**src/logic/ccr_pkg.sv**
```systemverilog
package ccr_pkg;
  localparam int unsigned DATA_W = 16;
  localparam logic [15:0] WORD_STEP = 16'h0002;
  localparam logic [15:0] REG_STEP = 16'h0001;
  localparam logic [15:0] GREG_BASE = 16'hFFC0;
  localparam logic [15:0] GREG_MASK = 16'hFFF8;
  localparam logic [15:0] ODD_MASK = 16'hFFFE;
  localparam logic [15:0] ZERO_WORD = 16'h0000;
  localparam logic [2:0] SYNC_ZERO = 3'h0;
  localparam int unsigned KEY_STORE = 0;
  localparam int unsigned KEY_CAPTURE = 1;
  localparam int unsigned KEY_RESUME = 2;
  localparam int unsigned KEY_START = 3;
  localparam int unsigned KEY_HALT = 4;
  localparam int unsigned KEY_LOCK = 5;

  typedef enum logic [2:0] {
    CCR_HALTED = 3'b000,
    CCR_START_HELD = 3'b001,
    CCR_RUN = 3'b010,
    CCR_STEP = 3'b011,
    CCR_DEP_WAIT = 3'b100,
    CCR_STUCK = 3'b101,
    CCR_STOPPING = 3'b110
  } ccr_state_e;

  typedef enum logic [1:0] {
    CCR_DISP_NONE = 2'b00,
    CCR_DISP_ADDR = 2'b01,
    CCR_DISP_DATA = 2'b10
  } ccr_disp_e;

  typedef struct packed {
    logic [15:0] addr;
    logic [15:0] data;
    logic write;
  } ccr_bus_req_s;

  typedef struct packed {
    logic [2:0] store_sync;
    logic [2:0] capture_sync;
    logic [2:0] resume_sync;
    logic [2:0] start_sync;
    logic [2:0] halt_sync;
    logic [2:0] lock_sync;
    ccr_state_e state;
    logic [5:0] key_lvl;
    logic [15:0] console_addr;
    logic [15:0] start_addr;
    logic [15:0] lights;
    logic dep_seen;
    logic dep_key_held;
    logic start_from_run;
    ccr_bus_req_s req;
    logic run_light;
    logic bus_init;
    logic psw_clear;
    logic pc_load;
    logic go;
    logic step;
    logic odd_trap;
  } ccr_state_s;
endpackage

```
**src/logic/ccr_console.sv**
```systemverilog
// The plain strobed port and the register addresses were left to the implementer.
`timescale 1ns/100ps
`default_nettype none
module ccr_console import ccr_pkg::*; (
  input wire logic clk,
  input wire logic srst,
  input wire logic [15:0] console_switch_word,
  input wire logic store_key,
  input wire logic address_capture_key,
  input wire logic resume_key,
  input wire logic start_key,
  input wire logic halt_toggle,
  input wire logic console_lockout_position,
  input wire logic power_up_restart,
  input wire logic instr_boundary,
  input wire logic trap_pending,
  input wire logic [15:0] next_pc,
  input wire logic bus_done,
  input wire logic bus_nxm,
  input wire logic core_halt,
  output logic [15:0] lights,
  output logic run_light,
  output logic bus_init,
  output logic psw_clear,
  output logic pc_load,
  output logic [15:0] pc_value,
  output logic core_go,
  output logic core_step,
  output logic odd_addr_trap,
  output logic bus_req,
  output logic [15:0] bus_addr,
  output logic [15:0] bus_wdata
);

  ccr_state_s s_r;
  ccr_state_s s_nxt;

  logic store_lvl;
  logic capture_lvl;
  logic resume_lvl;
  logic start_lvl;
  logic halt_lvl;
  logic lock_lvl;
  logic store_on;
  logic store_off;
  logic capture_on;
  logic resume_on;
  logic resume_off;
  logic start_on;
  logic start_off;
  logic is_greg;
  logic [15:0] step_addr;

  logic store_agree;
  logic capture_agree;
  logic resume_agree;
  logic start_agree;
  logic halt_agree;
  logic lock_agree;

  logic store_now;
  logic capture_now;
  logic resume_now;
  logic start_now;
  logic halt_now;
  logic lock_now;

  logic [15:0] dep_target;
  logic dep_greg;
  logic [15:0] dep_bus_addr;

  logic may_deposit;
  logic stop_ok;
  logic show_data;

  //////////////////////////////////////////////////////////////////////////////
  // synchronised key levels: a change counts once stages two and three agree
  always_comb begin
    // stage one may still be settling, so only stages two and three are read
    store_agree = s_r.store_sync[1] == s_r.store_sync[2];
    capture_agree = s_r.capture_sync[1] == s_r.capture_sync[2];
    resume_agree = s_r.resume_sync[1] == s_r.resume_sync[2];
    start_agree = s_r.start_sync[1] == s_r.start_sync[2];
    halt_agree = s_r.halt_sync[1] == s_r.halt_sync[2];
    lock_agree = s_r.lock_sync[1] == s_r.lock_sync[2];

    // a level is accepted only once stages two and three agree
    store_now = store_agree ? s_r.store_sync[2] : s_r.key_lvl[KEY_STORE];
    capture_now = capture_agree ? s_r.capture_sync[2] : s_r.key_lvl[KEY_CAPTURE];
    resume_now = resume_agree ? s_r.resume_sync[2] : s_r.key_lvl[KEY_RESUME];
    start_now = start_agree ? s_r.start_sync[2] : s_r.key_lvl[KEY_START];
    halt_now = halt_agree ? s_r.halt_sync[2] : s_r.key_lvl[KEY_HALT];
    lock_now = lock_agree ? s_r.lock_sync[2] : s_r.key_lvl[KEY_LOCK];

    store_lvl = store_now;
    capture_lvl = capture_now;
    resume_lvl = resume_now;
    start_lvl = start_now;
    halt_lvl = halt_now;
    lock_lvl = lock_now;

    // one edge per accepted change, so a bouncing contact gives one operation
    store_on = store_now & ~s_r.key_lvl[KEY_STORE];
    store_off = ~store_now & s_r.key_lvl[KEY_STORE];
    capture_on = capture_now & ~s_r.key_lvl[KEY_CAPTURE];
    resume_on = resume_now & ~s_r.key_lvl[KEY_RESUME];
    resume_off = ~resume_now & s_r.key_lvl[KEY_RESUME];
    start_on = start_now & ~s_r.key_lvl[KEY_START];
    start_off = ~start_now & s_r.key_lvl[KEY_START];

    is_greg = (s_r.console_addr & GREG_MASK) == GREG_BASE;
    // registers sit on byte addresses, memory on word addresses
    step_addr = is_greg ? s_r.console_addr + REG_STEP
                        : (s_r.console_addr & ODD_MASK) + WORD_STEP;

    // first store of a series uses the captured address as it is
    dep_target = s_r.dep_seen ? step_addr : s_r.console_addr;
    dep_greg = (dep_target & GREG_MASK) == GREG_BASE;
    // bit 0 only survives toward the register window
    dep_bus_addr = dep_greg ? dep_target : dep_target & ODD_MASK;

    may_deposit = store_on && !lock_lvl;
    // a pending trap or interrupt is taken before the stop
    stop_ok = instr_boundary && !trap_pending;
    // only a release that follows an accepted store swaps the display
    show_data = store_off && s_r.dep_key_held;
  end

  //////////////////////////////////////////////////////////////////////////////
  always_comb begin
    s_nxt = s_r;
    s_nxt.store_sync = {s_r.store_sync[1:0], store_key};
    s_nxt.capture_sync = {s_r.capture_sync[1:0], address_capture_key};
    s_nxt.resume_sync = {s_r.resume_sync[1:0], resume_key};
    s_nxt.start_sync = {s_r.start_sync[1:0], start_key};
    s_nxt.halt_sync = {s_r.halt_sync[1:0], halt_toggle};
    s_nxt.lock_sync = {s_r.lock_sync[1:0], console_lockout_position};

    s_nxt.key_lvl[KEY_STORE] = store_now;
    s_nxt.key_lvl[KEY_CAPTURE] = capture_now;
    s_nxt.key_lvl[KEY_RESUME] = resume_now;
    s_nxt.key_lvl[KEY_START] = start_now;
    s_nxt.key_lvl[KEY_HALT] = halt_now;
    s_nxt.key_lvl[KEY_LOCK] = lock_now;

    s_nxt.go = 1'b0;
    s_nxt.step = 1'b0;
    s_nxt.odd_trap = 1'b0;
    s_nxt.psw_clear = 1'b0;
    s_nxt.pc_load = 1'b0;
    if (store_off) begin
      s_nxt.dep_key_held = 1'b0;
    end
    case (s_r.state)
      CCR_HALTED: begin
        s_nxt.bus_init = 1'b0;
        if (start_on) begin
          // from halt this is also the unconditional init path
          s_nxt.state = CCR_START_HELD;
          s_nxt.start_from_run = 1'b0;
        end else if (capture_on) begin
          s_nxt.console_addr = console_switch_word;
          // kept apart so later deposits do not move the start address
          s_nxt.start_addr = console_switch_word;
          s_nxt.lights = console_switch_word;
          s_nxt.dep_seen = 1'b0;
        end else if (may_deposit) begin
          s_nxt.console_addr = dep_target;
          s_nxt.dep_seen = 1'b1;
          s_nxt.dep_key_held = 1'b1;
          s_nxt.req.addr = dep_bus_addr;
          s_nxt.req.data = console_switch_word;
          s_nxt.req.write = 1'b1;
          s_nxt.lights = dep_bus_addr;
          s_nxt.state = CCR_DEP_WAIT;
        end else if (resume_off) begin
          s_nxt.run_light = 1'b1;
          if (halt_lvl) begin
            s_nxt.step = 1'b1;
            s_nxt.state = CCR_STEP;
          end else begin
            s_nxt.go = 1'b1;
            s_nxt.state = CCR_RUN;
          end
        end else if (power_up_restart && !halt_lvl) begin
          s_nxt.go = 1'b1;
          s_nxt.run_light = 1'b1;
          s_nxt.state = CCR_RUN;
        end
      end

      // a missing memory never answers done, only the miss pulse
      CCR_DEP_WAIT: begin
        if (bus_nxm) begin
          s_nxt.req.write = 1'b0;
          s_nxt.state = CCR_STUCK;
        end else if (bus_done) begin
          s_nxt.req.write = 1'b0;
          s_nxt.state = CCR_HALTED;
        end
      end

      CCR_STUCK: begin
        // only start in the halt position frees the console
        if (start_on && halt_lvl) begin
          s_nxt.state = CCR_START_HELD;
          s_nxt.start_from_run = 1'b0;
        end
      end

      // peripherals stay in reset for as long as the key is down
      CCR_START_HELD: begin
        s_nxt.bus_init = 1'b1;
        s_nxt.psw_clear = 1'b1;
        s_nxt.pc_load = 1'b1;
        s_nxt.lights = s_r.start_addr;
        s_nxt.dep_seen = 1'b0;
        if (!start_lvl) begin
          s_nxt.bus_init = 1'b0;
          if (halt_lvl) begin
            s_nxt.run_light = 1'b0;
            s_nxt.state = CCR_HALTED;
          end else begin
            s_nxt.run_light = 1'b1;
            s_nxt.go = 1'b1;
            s_nxt.odd_trap = s_r.start_addr[0];
            s_nxt.state = CCR_RUN;
          end
        end
      end

      CCR_RUN: begin
        if (start_on && !lock_lvl) begin
          s_nxt.state = CCR_START_HELD;
          s_nxt.start_from_run = 1'b1;
        end else if (core_halt) begin
          s_nxt.run_light = 1'b0;
          s_nxt.lights = next_pc;
          s_nxt.state = CCR_HALTED;
        end else if (halt_lvl && !lock_lvl) begin
          s_nxt.state = CCR_STOPPING;
        end
      end

      // still running here, so start restarts rather than halts
      CCR_STOPPING: begin
        // traps and interrupts drain before the boundary is taken
        if (start_on && !lock_lvl) begin
          s_nxt.state = CCR_START_HELD;
          s_nxt.start_from_run = 1'b1;
        end else if (stop_ok || core_halt) begin
          s_nxt.run_light = 1'b0;
          s_nxt.lights = next_pc;
          s_nxt.state = CCR_HALTED;
        end else if (!halt_lvl) begin
          s_nxt.state = CCR_RUN;
        end
      end

      CCR_STEP: begin
        if (start_on && !lock_lvl) begin
          s_nxt.state = CCR_START_HELD;
          s_nxt.start_from_run = 1'b1;
        end else if (stop_ok || core_halt) begin
          s_nxt.run_light = 1'b0;
          s_nxt.lights = next_pc;
          s_nxt.state = CCR_HALTED;
        end
      end

      default: begin
        s_nxt.state = CCR_HALTED;
      end
    endcase
    // display swaps to the written word once the key is up
    // a halt or capture after the release must not be overwritten later
    if (show_data) begin
      s_nxt.lights = s_r.req.data;
    end
  end

  //////////////////////////////////////////////////////////////////////////////
  always_ff @(posedge clk) begin
    if (srst) begin
      s_r <= '0;
      s_r.state <= CCR_HALTED;
    end else begin
      s_r <= s_nxt;
    end
  end

  always_comb begin
    lights = s_r.lights;
    run_light = s_r.run_light;
    bus_init = s_r.bus_init;
    psw_clear = s_r.psw_clear;
    pc_load = s_r.pc_load;
    pc_value = s_r.start_addr;
    core_go = s_r.go;
    core_step = s_r.step;
    odd_addr_trap = s_r.odd_trap;
    bus_req = s_r.req.write;
    bus_addr = s_r.req.addr;
    bus_wdata = s_r.req.data;
  end

endmodule
`default_nettype wire

```
**config.mk**
```make
export PLATFORM = sky130hd
export DESIGN_NAME = ccr_console
export DESIGN_NICKNAME = d
export VERILOG_FILES = /design/src/logic/ccr_pkg.sv /design/src/logic/ccr_console.sv
export SDC_FILE = /design/constraint.sdc
export NUM_CORES = 1
export LEC_CHECK = 0
export ABC_CLOCK_PERIOD_IN_PS = 2500
export BUFFER_PORTS_ARGS = -buffer_cell sky130_fd_sc_hd__clkbuf_2
export CAP_MARGIN = 5
export CORE_MARGIN = 2
export CORE_UTILIZATION = 50
export DETAILED_ROUTE_END_ITERATION = 6
export GPL_TIMING_DRIVEN = 0
export PLACE_DENSITY = 0.83
export SYNTH_ARGS = -nofsm -noshare
export SYNTH_HDL_FRONTEND = slang
export SYNTH_SLANG_ARGS = --single-unit
```
**constraint.sdc**
```tcl
create_clock -name clk -period 2.5 [get_ports clk]
set_clock_uncertainty 0.05 [all_clocks]
set_input_delay 0.125 -clock clk [delete_from_list [all_inputs] [get_ports clk]]
set_output_delay 0.125 -clock clk [all_outputs]
set_load 0.05 [all_outputs]
```
After elaboration in Yosys (flattened, before gate mapping)
Index checks and enable logic that the tools add are counted.

storage, ports and cells
  register bits after elaboration = 117
  input port bits = 46
  output and inout port bits = 72
  word-level logic and storage cells = 177

cells by class
  bitwise operators = 15
  reduce and logical (&&, ||, !) cells = 28
  add/subtract/negate cells = 2
  mux-type cells = 71
  equality and inequality tests = 38

operators with widths
  kind                                                             number
  16-bit two-way mux                                               9
  16-bit one-hot mux with 4 select lines                           1
  3-bit two-way mux                                                17
  18-bit two-way mux                                               2
  1-bit two-way mux                                                27
  3-bit != test, second input constant                             9
  13-bit == test, second input constant                            2
  3-bit one-hot mux with 7 select lines                            1
  2-bit != test, second input constant                             9
  17-bit two-way mux                                               1
  16-bit by 1-bit adder with 16-bit output, second input constant  1
  16-bit by 2-bit adder with 16-bit output, second input constant  1
  2-bit two-way mux                                                8
  4-bit != test, second input constant                             3
  1-bit NOT                                                        10
  10-bit AND reduction                                             1
  3-bit == test, second input constant                             3
  3-bit AND reduction                                              3
  1-bit one-hot mux with 2 select lines                            4
  8-bit AND reduction                                              1
  1-bit logical AND                                                7
  7-bit AND reduction                                              1
  1-bit == test                                                    6
  3-bit by 2-bit == test with 1-bit output, second input constant  2
  other kinds (17)                                                 25

Longest topological paths before layout
Gate-level depths: netlist of the first run.

  depth after elaboration = 10
  gate-level depth with buffers = 9
  mapped depth without buffers = 7

Worst setup path before layout of the first run
No wires, ideal clock.

  path type = reg2reg
  start point = register s_r[78] (netlist name)
  end point = register s_r, in the netlist lights[3]
  clock period less this slack = 2.108 ns
  library setup time = 0.128 ns
  stages on the path, launching flop included = 9
  buffers on the path = 2
  arrival time = 1.930 ns
  slack = 0.392 ns
  required time = 2.322 ns
  cell sequence = dfxtp_1 buf_6 or3b_1 or4_1 buf_2 o21ai_1 o21ai_0 a222oi_1 o211ai_1

on the way
  longest elaborated chain between the ends = 8
  elaborated cells between the ends (all ways) = 10
  classes of those cells = add/sub (2); eq/ne (1); mux (7)

RTL lines
  what                                                                    line                source
  start: declaration                                                      ccr_console.sv:35   ccr_state_s s_r;
  start signal: assignment                                                ccr_console.sv:288  s_r <= s_nxt;
  16-bit by 2-bit adder with 16-bit output, or another cell as far along  ccr_console.sv:114  : (s_r.console_addr & ODD_MASK) + WORD_STEP;
  16-bit two-way mux                                                      ccr_console.sv:113  step_addr = is_greg ? s_r.console_addr + REG_STEP
  16-bit two-way mux *                                                    ccr_console.sv:117  dep_target = s_r.dep_seen ? step_addr : s_r.console_addr;
  18-bit two-way mux *                                                    ccr_console.sv:167  end else if (may_deposit) begin
  17-bit two-way mux *                                                    ccr_console.sv:161  end else if (capture_on) begin
  18-bit two-way mux *                                                    ccr_console.sv:157  if (start_on) begin
  16-bit one-hot mux with 4 select lines *                                ccr_console.sv:154  case (s_r.state)
  16-bit two-way mux *                                                    ccr_console.sv:277  if (show_data) begin

Every way passes the cells marked *; elsewhere a longest branch is shown, timed or not. The select of a mux whose other input is x is not followed.
A chain may end at the register's enable or synchronous reset.

Final worst setup path of the first run
Same ends and word-level chain as after synthesis.

==> impl.org, run 1 <==
** GRT
- Entering global routing, the biggest net connects 17 pins.
- Vias in the first global route :: 5667
- Antenna violations before repair :: 0
- The first global-routing pass estimated 30010 um of wire.
- Leftover overflow at the end of global routing :: 0
- Across every metal layer, demand over resource in global routing totals 29.97%.

** Critical path
- The signal on the critical path passes through buf_6 > or3b_1 > or4_4 > buf_6 > o21ai_4 > o21ai_2 > a222oi_1 > o211ai_1.
- Critical path type :: register to register
- The worst setup path is captured at a register.
- Crit-path slowest cell :: sky130_fd_sc_hd__or4_4
- By instance count, the cell type seen most on the critical path is sky130_fd_sc_hd__buf_6.
- R2r endpoint :: lights[3]$_SDFFE_PP0P_
- Worst Path Required :: 2.74 ns
- Category of the worst setup path launch point :: register
- Startpoint of the most critical register-to-register path :: s_r[78]$_SDFFE_PP0P_
- On the worst path, the slowest cell contributes a delay of 0.54 ns.
- Reg2reg path depth :: 8
- FF-to-FF setup slack :: -0.0003 ns
- In this run the worst path has a maximum fanout of 8.
- STA puts the critical path data arrival time at 2.74 ns.

** Synth
- After synthesis, the netlist uses 66 different library cells.
- The most used flip-flop cell after synthesis is sky130_fd_sc_hd__dfxtp_1.
- The Yosys step of the flow raised 0 warnings.
- Mean area per synthesized cell :: 7.850 sq um
- FFs w/ async S/R, synth :: 0%
- Counting every instance in the synthesized netlist gives 751.
- Proportion of netlist area held by the largest area contributor :: 39.39%
- The mapped netlist covers 5896 sq um.
- Synthesis produced a netlist with a net count of 799.
- Main area contributors after synthesis :: sky130_fd_sc_hd__dfxtp_1 (39%), sky130_fd_sc_hd__buf_4 (8.3%), sky130_fd_sc_hd__nand2_1 (7.8%), sky130_fd_sc_hd__a21oi_1 (5.7%), sky130_fd_sc_hd__nor2_1 (4.6%)
- Yosys reg bits :: 116
- Sequential cells were found to cover 39.39% of the synthesized design area.
- Of all cell types, the one taking the most synthesized area is sky130_fd_sc_hd__dfxtp_1.
- The synthesized design contains 0 enable-type register cells.

** Die
- Horizontal die dimension :: 112.6 um
- The floorplan step defined a die boundary enclosing 12680 sq um.
- For this design the top-level I/O count stands at 118.
- Effective utilization at floorplan :: 51.41%
- Core outline area :: 11470 sq um
- The floorplan step set the die height to 112.6 um.
- The floorplan has 39 rows.

** Clock network
- Clock-pin slew on the worst setup and hold paths :: 0.06 ns
- CTS Buf Count :: 17
- Clock root buffer :: sky130_fd_sc_hd__clkbuf_16
- The H-tree was split into 4 levels.
- TritonCTS built the clock tree.
- The longest clock path from root to sink contains 2 buffers.
- Clk sink count :: 116
- Worst-Skew Late Latency :: 0.42 ns

** Route
- Via total after detailed routing :: 6253
- For this block, the routed nets add up to 19170 um of wire.
- The count of nets left with antenna violations once routing finished came out at 0.
- Average wire per standard cell :: 18.00 um
- Using the TritonRoute via totals, the vias-per-cell ratio works out to 5.871.
- For this block, the initial DRC count from the detailed router was 812.
- The first detailed-routing pass took 6 iterations.
- DRC violation count after routing :: 0

** Hold path
- The worst hold path terminates at lights[14]$_SDFFE_PP0P_.
- The startpoint identified for the worst hold timing path is next_pc[14].
- Hold-critical path depth :: 3
- The min-delay analysis places its worst path in the category primary input to register.

** Power
- Power density relative to cell area :: 919.4 nW/um^2
- Net switching fraction of the power :: 35.10%
- IR analysis of the VDD net gives a maximum drop of 0.0007471 V.
- Net Switching :: 2.479 mW
- The share of total power dissipated in sequential elements is 30.3%.
- Summed over all cells, the static leakage comes to 3.132 nW.
- Combinational group share of total power :: 31.3%
- Clock network fraction of design power :: 38.4%
- The internal power of the cells totals 4.583 mW.

** Timing
- The final count of pins violating max slew was 0.
- Max Clock Freq :: 400.0 MHz
- Once routing completed, OpenROAD measured the worst setup slack at -0.0002751 ns.
- At the pin with the least slew margin, the transition time is 0.7335 ns.
- Final setup vio count :: 1
- Setup repair after global routing could not meet its margin everywhere.
- Subtracting the final worst setup slack from the clock period gives 2.500 ns.
- Relative slew slack :: 51.10%
- Of the available clock period, the critical path in the final layout requires 100.0%.
- The final hold violation count came to 0.

** Finish
- In the final design database the tool counted 957 nets.
- Fraction of final layout cells with drive strength greater than 1 :: 28.63%
- The layout has 911 filler cells.
- 0 antenna diodes ended up in the layout.
- Relative to the synthesized area, the layout overhead comes to 30.28%.
- Once layout is complete, the cells apart from fillers number 1065.

** Flow run
- Number of maximum-capacitance violations :: 0

** Placed design
- Including well taps, the total number of placed cells is 1011.
- Detailed placement ended at an HPWL of 13400 um.
- Worst setup timing slack at the placement stage :: -0.07475 ns
- Port-buffer cells :: 117
- Routability-driven placement finished with a final weighted congestion of 0.9468.

** Status
- Violations in the final reports :: setup timing
- The flow ran to the end, but the final reports show violations.
power by group through the flow:
stage          combinational (mW)  sequential, mW  clock, mW
2_1_floorplan                1.52            2.19          0
3_3_place_gp                 2.04            2.16          0
3_5_place_dp                 2.05            2.16          0
4_1_cts                      2.14            2.12       2.70
5_1_grt                      2.33            2.16       2.79
6_report                     2.21            2.14       2.71
cell families after synthesis:
logic type / synth area share (%)
AOI/OAI and AO/OA: 21.01
xor gates and xnor gates: 1.931
adders and majority gates: 0.9337
buffers and inverters: 12.05
DFF: 39.39
muxes: 0.8701
and+or+nand+nor: 23.81
critical path, delay by kind of cell (launching register included):
family | cells | cell delay (ns)
DFF | 1 | 0.30
buffers and inverters | 2 | 0.28
AOI/OAI and AO/OA | 4 | 0.83
and+or+nand+nor | 2 | 0.91
area by class of cell:
| class | instances | area [sq um] | area share [%] |
|---|---|---|---|
| multi-input cells | 516 | 2978 | 38.77 |
| flip-flops and latches | 116 | 2322 | 30.23 |
| repair buffers | 141 | 823.3 | 10.72 |
| plain buffers | 111 | 699.4 | 9.106 |
| clock buffers | 20 | 456.7 | 5.946 |
| clock inverters | 12 | 200.2 | 2.606 |
| well taps | 143 | 178.9 | 2.329 |
| inverters | 6 | 22.52 | 0.2932 |
metrics by stage:
stage	cell area (sq um)	total power, mW	utilization [%]	hold WS (ns)	TNS (ns)
global placement	6660	4.198	58.08	0.2817	-0.1408
finish	7681	7.062	66.98	0.03667	-0.0002751
global route	7681	7.284	66.98	0.05964	-0.1188
floorplan	5896	3.707	-	0.2032	0
CTS	7570	6.967	66.01	0.02603	0
detailed placement	6660	4.212	58.08	0.2890	-0.3387
cells in the final DEF, fill, tap and decap left out, types with 23 or more instances in the layout:
cell type / n
sky130_fd_sc_hd__clkbuf_1: 24
sky130_fd_sc_hd__nor2_1: 69
sky130_fd_sc_hd__nor2b_1: 24
sky130_fd_sc_hd__a211oi_1: 27
sky130_fd_sc_hd__dfxtp_1: 116
sky130_fd_sc_hd__o21ai_0: 34
sky130_fd_sc_hd__dlygate4sd3_1: 23
sky130_fd_sc_hd__clkbuf_2: 128
sky130_fd_sc_hd__a21oi_1: 67
sky130_fd_sc_hd__buf_4: 66
sky130_fd_sc_hd__nand2_1: 122
timing repair:
item,in CTS,in global routing
setup endpoints to repair,27,73
hold buffers,23,0
endpoints found under the hold margin,38,0
setup buffers,0,1
resized for setup,5,44
pin swaps,1,6
synth_stat cells (4+ instances only):
library cell / count
sky130_fd_sc_hd__nand2_1: 123
sky130_fd_sc_hd__dfxtp_1: 116
sky130_fd_sc_hd__nor2_1: 73
sky130_fd_sc_hd__a21oi_1: 67
sky130_fd_sc_hd__buf_4: 65
sky130_fd_sc_hd__o21ai_0: 36
sky130_fd_sc_hd__clkbuf_1: 35
sky130_fd_sc_hd__a211oi_1: 28
sky130_fd_sc_hd__nor2b_1: 24
sky130_fd_sc_hd__nor3_1: 19
sky130_fd_sc_hd__a22o_1: 13
sky130_fd_sc_hd__xnor2_1: 12
sky130_fd_sc_hd__nand3_1: 9
sky130_fd_sc_hd__buf_2: 8
sky130_fd_sc_hd__nand3b_1: 8
sky130_fd_sc_hd__nor4_1: 7
sky130_fd_sc_hd__inv_1: 6
sky130_fd_sc_hd__nand2b_1: 6
sky130_fd_sc_hd__nand4_1: 6
sky130_fd_sc_hd__o211ai_1: 6
sky130_fd_sc_hd__o31ai_1: 6
sky130_fd_sc_hd__a221oi_1: 5
sky130_fd_sc_hd__mux2i_1: 4
layer usage:
| metal | GRT usage [%] | up-vias | part of all wire (%) |
|---|---|---|---|
| met5 | 0 | - | 0 |
| li1 | - | 2891 | - |
| met2 | 47.58 | 417 | 45 |
| met3 | 8.207 | 75 | 11 |
| met4 | 11.87 | 0 | 3.5 |
| met1 | 38.77 | 2870 | 40 |
worst max-delay path by stage:
stage / start / to / slack [ns]
floorplan: s_r[78]$_SDFFE_PP0P_ / lights[3]$_SDFFE_PP0P_ / 0.39
CTS: s_r[87]$_SDFFE_PP0P_ / lights[3]$_SDFFE_PP0P_ / 0.003
detailed placement: s_r[96]$_SDFF_PP0_ / bus_addr[0]$_SDFFE_PP0P_ / -0.07
global route: s_r[78]$_SDFFE_PP0P_ / s_r[77]$_SDFFE_PP0P_ / -0.04
finish: s_r[78]$_SDFFE_PP0P_ / lights[3]$_SDFFE_PP0P_ / -0.0003
global placement: s_r[96]$_SDFF_PP0_ / bus_addr[0]$_SDFFE_PP0P_ / -0.05
state kept, by name, indices dropped and copies added, names as in the netlist:
name and cells:
s_r 33, bus_init 1, run_light 1, odd_addr_trap 1
s_nxt 12, core_go 1, bus_wdata 16, bus_addr 16
core_step 1, lights 16, pc_value 16, bus_req 1
psw_clear 1
No activity file was read; power rests on OpenSTA's default activity.
==> run 2: changes to the inputs <==
--- a/config.mk
+++ b/config.mk
@@ -13,6 +13,7 @@
 export DETAILED_ROUTE_END_ITERATION = 6
 export GPL_TIMING_DRIVEN = 0
 export PLACE_DENSITY = 0.83
+export SETUP_SLACK_MARGIN = 0.1
 export SYNTH_ARGS = -nofsm -noshare
 export SYNTH_HDL_FRONTEND = slang
 export SYNTH_SLANG_ARGS = --single-unit
==> run 2 against run 1 <==
Compared with the run above:
- the flow now finishes without violations
- highest routed layer unchanged
- design area is 1.4% higher
- setup slack improved by 0.10 ns
- via count grew 0.80%
- fmax increased by 4.3%
- register-to-register slack improved by 0.10 ns
- clock power is essentially flat
==> impl.org, run 2 (same netlist as run 1, synthesis figures left out) <==
** Status
- Result of the run :: complete, no violations

** Critical path
- In this run the worst setup path begins at s_r[77]$_SDFFE_PP0P_.
- Critical-path cell list :: ha_1 > and3_1 > nand2_1 > xor2_2 > a21oi_1 > a222oi_1 > o211ai_1
- Following the worst setup path forward leads to its endpoint at lights[5]$_SDFFE_PP0P_.
- Crit-path slowest cell :: sky130_fd_sc_hd__a222oi_1
- The maximum net fanout on the critical path was 7 (-1).
- The largest incremental delay on the critical path came to 0.46 ns (-0.08 ns).
- The startpoint identified for the worst register-to-register timing path is s_r[77]$_SDFFE_PP0P_.
- The setup path with the least slack is of type register to register.
- Arrival time of the worst setup path :: 2.62 ns (-0.12 ns)
- The total stage count of the critical path is 7 (-1).
- Category of the worst setup path launch point :: register
- The path depth of the worst reg2reg path was 7 (-1).
- The setup slack of the most critical reg-to-reg path was 0.10 ns (+0.10 ns).
- R2r endpoint :: lights[5]$_SDFFE_PP0P_
- Worst Path Buf+Inv :: 0 (-2)
- Worst Path Required :: 2.73 ns (about the same)
- On the critical path the largest part of the delay comes from compound AO/OA/AOI/OAI gates.
- STA classifies the critical path endpoint as a register.

** Clock network
- The H-tree depth was 4 (unchanged).
- The clock slew at the register clock pins of the worst setup and hold paths came to 0.05 ns (about the same).
- Worst-Skew Late Latency :: 0.42 ns (about the same)
- CTS Buf Count :: 17 (unchanged)
- Clock Path Buffers :: 2 (unchanged)
- Clock root buffer :: sky130_fd_sc_hd__clkbuf_16
- TritonCTS clock tree :: built
- Clk sink count :: 116 (unchanged)

** Timing
- Total count of hold-check failures in the final report :: 0 (unchanged)
- RSZ-0062 raised after global routing :: yes
- Final setup vio count :: 0 (-1)
- Minimum clock period after layout :: 2.398 ns (-0.1021 ns)
- The worst hold slack came to 0.04128 ns (+0.004603 ns).
- Final clock period utilization by the worst path :: 95.93% (-4.1 points)
- The top achievable clock speed came to 417.0 MHz (+4.3%).
- Relative slew slack :: 51.85% (+0.75 points)
- Transition time at the pin with the least slew margin :: 0.7223 ns (-0.01122 ns)
- Fin. max-slew vios :: 0 (unchanged)

** Finish
- The number of flip-flops in the largest register is 33 (unchanged).
- Most frequent standard cell in the layout excluding fill and tap cells :: sky130_fd_sc_hd__clkbuf_2
- Compared with the post-synthesis result, the final layout area differs by 32.15%.
- Fraction of final layout cells with drive strength greater than 1 :: 29.69% (+1.1 points)
- The antenna cell count was 0 (unchanged).
- Register bank with the most flops :: s_r
- Filler cells :: 883 (-3.1%)
- Top library cells by usage in the layout, fill and taps aside :: sky130_fd_sc_hd__clkbuf_2 (129), sky130_fd_sc_hd__nand2_1 (122), sky130_fd_sc_hd__dfxtp_1 (115)
- Total Nets Final :: 968 (+1.1%)

** Power
- The total power density per cell area is 913.9 nW/um^2 (-0.59%).
- Cell-internal power :: 4.623 mW (+0.88%)
- The leakage power of the design was 3.170 nW (+1.2%).
- Part of the power in registers :: 29.9% (-0.4 points)
- Clock network fraction of design power :: 37.9% (-0.5 points)
- Net switching fraction of the power :: 35.07% (about the same)
- The net switching component of the power came to 2.497 mW (+0.75%).
- The relative contribution of combinational cells to total power is 32.1% (+0.8 points).
- The maximum VDD drop came to 0.0007461 V (-0.14%).
- The post-layout total power came to 7.121 mW (+0.83%).

** Placed design
- The count of buffers inserted at the top-level ports came to 117 (unchanged).
- The routability congestion estimate is 0.9468 (unchanged).
- The final HPWL from detailed placement is 13400 um (unchanged).

** Die
- The height of the chip was 112.6 um (unchanged).
- Total die area :: 12680 sq um (unchanged)
- Site row count :: 39 (unchanged)
- The count of pins on the block boundary came to 118 (unchanged).
- The area of the core region was 11470 sq um (unchanged).
- Effective utilization at floorplan :: 51.41% (unchanged)
- Horizontal die dimension :: 112.6 um (unchanged)

** Flow run
- The number of maximum-capacitance violations was 0 (unchanged).

** GRT
- Wire length of the first global-routing pass :: 30060 um (+0.16%)
- Leftover overflow at the end of global routing :: 0 (unchanged)
- Vias in the first global route :: 5707 (+0.71%)
- The total track usage was 29.99% (about the same).
- Antenna violations before repair :: 0 (unchanged)
- The largest net degree at the start of global routing was 17 (unchanged).

** Route
- Average vias per placed instance :: 5.858 (-0.23%)
- Average wire per standard cell :: 17.83 um (-0.91%)
- The violation count after the first detailed-route iteration was 848 (+4.4%).
- Via total after detailed routing :: 6303 (+0.80%)
- DRC violation count after routing :: 0 (unchanged)
- The residual antenna-violating net count after detailed routing was 0 (unchanged).
- The iteration count of the initial detailed-routing pass was 6 (unchanged).
- Final Routed Wirelength :: 19190 um (+0.11%)

** Hold path
- The min-delay analysis places its worst path in the category primary input to register.
[run 2: cell count changes in the layout (fill, tap and decap cells not counted), moves of 2 or more]
| cell | change |
|---|---|
| sky130_fd_sc_hd__clkbuf_4 | +3 |
| sky130_fd_sc_hd__buf_2 | -3 |
| sky130_fd_sc_hd__o21ai_1 | +2 |
| sky130_fd_sc_hd__nor2_2 | -2 |
| sky130_fd_sc_hd__nor2_4 | +2 |
| sky130_fd_sc_hd__buf_4 | +10 |
[run 2: worst min path at each step]
stage | start | endpoint | slack, ns | cells after the start
6_report | next_pc[3] | lights[3]$_SDFFE_PP0P_ | 0.04 | 3
4_1_cts | next_pc[3] | lights[3]$_SDFFE_PP0P_ | 0.03 | 3
3_5_place_dp | address_capture_key | s_nxt[113]$_SDFF_PP0_ | 0.29 | 2
2_1_floorplan | console_lockout_position | s_nxt[101]$_SDFF_PP0_ | 0.20 | 1
3_3_place_gp | console_lockout_position | s_nxt[101]$_SDFF_PP0_ | 0.28 | 2
5_1_grt | next_pc[3] | lights[3]$_SDFFE_PP0P_ | 0.04 | 3
[run 2: stage by stage]
stage                     cell area (sq um)  cells  TNS [ns]  setup slack, ns  util, %
final                                  7791   1076         0           0.1018    67.94
after detailed placement               6660   1011   -0.3387         -0.07475    58.08
after floorplan                        5896    751         0           0.3923        -
after CTS                              7597   1067         0          0.03319    66.25
after global routing                   7791   1076         0         0.004565    67.94
after global placement                 6660   1011   -0.1408         -0.05290    58.08
[run 2: power groups by stage]
stage,logic [mW],clock network (mW),registers [mW]
finish,2.29,2.70,2.13
global route,2.41,2.79,2.15
CTS,2.15,2.70,2.12
detailed placement,2.05,0,2.16
global placement,2.04,0,2.16
floorplan,1.52,0,2.19
[run 2: worst register-to-register path, stage by stage (launching register included)]
cell and delay, ns:
sky130_fd_sc_hd__dfxtp_1 0.45, sky130_fd_sc_hd__ha_1 0.28, sky130_fd_sc_hd__and3_1 0.30, sky130_fd_sc_hd__nand2_1 0.12, sky130_fd_sc_hd__xor2_2 0.27, sky130_fd_sc_hd__a21oi_1 0.16
sky130_fd_sc_hd__a222oi_1 0.46, sky130_fd_sc_hd__o211ai_1 0.18
[run 2: timing repair]
| item | CTS | global route |
|---|---|---|
| hold endpoints to repair | 38 | 0 |
| pin swaps | 2 | 5 |
| endpoints found under the setup margin | 64 | 81 |
| setup buffers | 1 | 9 |
| gates resized for setup | 12 | 46 |
| hold buffers | 23 | 0 |
[run 2: layout make-up]
cell class	instances	area, sq um	area share (%)
multi-input combinational	516	3007	38.59
sequential	116	2323	29.82
timing repair buffer	150	890.9	11.43
buffer	113	711.9	9.138
clock buffer	20	456.7	5.862
clock inverter	12	200.2	2.569
tap	143	178.9	2.296
inverter	6	22.52	0.2891
[run 2: layer usage]
metal	global-route usage (%)	wire (um)
met3	8.153	2233
met5	0	0
met4	11.63	704
met2	47.86	8667
met1	38.73	7584
==> run 3: changes to the inputs <==
--- a/config.mk
+++ b/config.mk
@@ -12,6 +12,7 @@
 export CORE_UTILIZATION = 50
 export DETAILED_ROUTE_END_ITERATION = 6
 export GPL_TIMING_DRIVEN = 0
+export MAX_ROUTING_LAYER = met4
 export PLACE_DENSITY = 0.83
 export SETUP_SLACK_MARGIN = 0.1
 export SYNTH_ARGS = -nofsm -noshare
==> constraint.sdc (replaced) <==
create_clock -name clk -period 2.5 [get_ports clk]
set_clock_uncertainty 0.05 [all_clocks]
set_input_delay 0.25 -clock clk [delete_from_list [all_inputs] [get_ports clk]]
set_output_delay 0.25 -clock clk [all_outputs]
set_load 0.05 [all_outputs]
==> run 3 against run 2 <==
Compared with the run above:
- the flow now finishes with violations (hold timing)
- clock power fell by 10%
- sequential power barely moved
- global-route usage fell by 0.44 points
- count of clock-buffer cells in the layout rose by 4
- fmax fell by 2.4%
- critical endpoint is now pc_value[6]$_SDFFE_PP0P_
- largest cell class unchanged
- largest power group unchanged
==> impl.org, run 3 (same netlist as run 1, synthesis figures left out) <==
** GRT
- The total overflow reported by the global router is 0 (unchanged).
- Global Route Usage Sum :: 29.55% (-0.44 points)
- The largest net degree at the start of global routing is 17 (unchanged).
- GR Layer Usage met1 :: 39.02% (+0.29 points)
- The initial antenna violation count came to 0 (unchanged).
- Layer carrying the most global-route usage :: met2
- The routing usage on met3 came to 6.102% (-2.1 points).
- The number of global-route vias before repair came to 5595 (-2.0%).
- The first-pass GRT wire length came to 28790 um (-4.2%).
- The met2 track demand over resource is 44.03% (-3.8 points).

** Timing
- RSZ-0062 raised after global routing :: yes
- Total count of hold-check failures in the final report :: 1 (+1)
- Max Clock Freq :: 407.1 MHz (-2.4%)
- The post-route worst setup slack was 0.04342 ns (-0.05838 ns).
- The final count of pins violating max slew came to 0 (unchanged).
- The slew at the pin closest to its max-slew limit was 0.7622 ns (+0.03991 ns).
- The shortest period the worst path allows came to 2.457 ns (+0.05838 ns).
- Post-route setup TNS :: 0 ns (unchanged)
- The worst relative slew slack came to 48.80% (-3.1 points).
- The part of the cycle the worst path needs is 98.26% (+2.3 points).
- Final setup vio count :: 0 (unchanged)
- Final worst hold slack :: -0.002906 ns (-0.04418 ns)

** Die
- The placement row count is 39 (unchanged).
- Core outline area :: 11470 sq um (unchanged)
- The starting utilization of the core area is 51.41% (unchanged).
- The overall die width came to 112.6 um (unchanged).
- The count of pins on the block boundary came to 118 (unchanged).
- The area of the die is 12680 sq um (unchanged).
- Die extent in y :: 112.6 um (unchanged)

** Finish
- Antenna Cells :: 0 (unchanged)
- The area growth from synthesis to layout is 27.12%.
- The library cells used most frequently in the layout, excluding fill and tap cells, are sky130_fd_sc_hd__clkbuf_2 (129), sky130_fd_sc_hd__nand2_1 (122), sky130_fd_sc_hd__dfxtp_1 (115).
- End-of-flow core utilization :: 65.36% (-2.6 points)
- Most frequent standard cell in the layout excluding fill and tap cells :: sky130_fd_sc_hd__clkbuf_2
- Register bank with the most flops :: s_r
- Count of non-filler cells in the finished layout :: 1051 (-2.3%)
- Number of flip-flops in the largest register :: 33 (unchanged)
- The area taken by flip-flops and latches came to 2323 sq um (unchanged).
- The fraction of layout cells with a size suffix above 1 came to 30.07% (+0.38 points).
- Post-layout instance area :: 7495 sq um (-3.8%)
- The post-layout net count came to 943 (-2.6%).
- Total area of multi-input combinational cells :: 3008 sq um (about the same)
- Filler cells :: 935 (+5.9%)

** Clock network
- The tree is rooted in a sky130_fd_sc_hd__clkbuf_16.
- Clock-pin slew on the worst setup and hold paths :: 0.05 ns (about the same)
- The H-tree depth is 4 (unchanged).
- The TritonCTS sink count came to 116 (unchanged).
- Clock Path Buffers :: 2 (unchanged)
- TritonCTS built the clock tree.
- Worst-Skew Late Latency :: 0.41 ns (about the same)
- The total clock buffers created by CTS is 17 (unchanged).

** Placed design
- Post-placement cell count :: 1011 (unchanged)
- Cell Area, Placed :: 6660 sq um (unchanged)
- Routability Congestion :: 0.9912 (+4.7%)
- Worst setup timing slack at the placement stage :: -0.1239 ns (-0.04912 ns)
- The final HPWL from detailed placement came to 13410 um (about the same).
- Port-buffer cells :: 117 (unchanged)

** Critical path
- The critical path in this run is classified as register to register.
- STA classifies the critical path endpoint as a register.
- The required time of the critical path is 2.72 ns (about the same).
- Category of the worst setup path launch point :: register
- Largest fanout of any net on the critical path :: 10 (+3)
- The signal arrival time at the worst endpoint came to 2.68 ns (+0.06 ns).

** Power
- The leakage power of the design is 3.057 nW (-3.6%).
- The post-layout total power came to 6.793 mW (-4.6%).
- The maximum VDD drop came to 0.0006512 V (-13%).
- Power density relative to cell area :: 906.4 nW/um^2 (-0.83%)

** Route
- The violation count after the first detailed-route iteration is 626 (-26%).
- Average vias per placed instance :: 5.814 (-0.76%)
- The DRC violation count after routing came to 0 (unchanged).
- TritonRoute pass-1 iters :: 6 (unchanged)
- ANT nets after route :: 0 (unchanged)
- The mean routed wirelength per cell is 17.55 um (-1.6%).
- Final Routed Wirelength :: 18440 um (-3.9%)
- The detailed-route via count is 6110 (-3.1%).

** Hold path
- The min-delay analysis places its worst path in the category primary input to register.

** Status
- The final reports fail on hold timing.
- The run finished, with violations left.

** Flow run
- The number of maximum-capacitance violations was 0 (unchanged).
run 3: repair_timing:
action,in CTS,in global routing
pin swaps,1,8
resized for setup,19,41
hold buffers,1,0
endpoints found under the setup margin,67,70
hold endpoints to repair,1,0
buffers inserted,1,6
run 3: final timing paths:
check	from	end	slack (ns)	cells after the start
worst min-delay path	store_key	s_nxt[116]$_SDFF_PP0_	-0.003	2
worst min register to register	s_nxt[110]$_SDFF_PP0_	s_nxt[111]$_SDFF_PP0_	0.38	1
worst max-delay path	s_r[99]$_SDFFE_PP0P_	pc_value[6]$_SDFFE_PP0P_	0.04	8
worst max register to register	s_r[99]$_SDFFE_PP0P_	pc_value[6]$_SDFFE_PP0P_	0.04	8
run 3: layout make-up:
type | count | share of cell area [%]
Buffer | 113 | 9.533
Multi-Input combinational cell | 516 | 40.13
Timing Repair Buffer | 125 | 8.648
Tap cell | 143 | 2.387
Clock buffer | 24 | 6.694
Clock inverter | 8 | 1.302
Inverter | 6 | 0.3005
Sequential cell | 116 | 31.00
run 3: power breakdown:
part           total (mW)  leakage, nW  switching (mW)  internal (mW)
clock network        2.43        0.288           0.842           1.59
logic                2.23         1.83            1.48          0.749
registers            2.13        0.942           0.102           2.03
total                6.79         3.06            2.42           4.37
run 3: layer usage:
metal | routed length (um) | part of all wire (%)
met1 | 7883 | 43
met2 | 8117 | 44
met3 | 1805 | 9.8
met4 | 635 | 3.4
met5 | 0 | 0
run 3: critical path, cell delays in order, from the launching register on:
cell,delay [ns]
sky130_fd_sc_hd__dfxtp_1,0.29
sky130_fd_sc_hd__clkbuf_2,0.21
sky130_fd_sc_hd__nor3_4,0.38
sky130_fd_sc_hd__and2_1,0.17
sky130_fd_sc_hd__clkbuf_1,0.32
sky130_fd_sc_hd__nand2_1,0.32
sky130_fd_sc_hd__clkbuf_1,0.33
sky130_fd_sc_hd__nand2_1,0.16
sky130_fd_sc_hd__a21oi_1,0.08
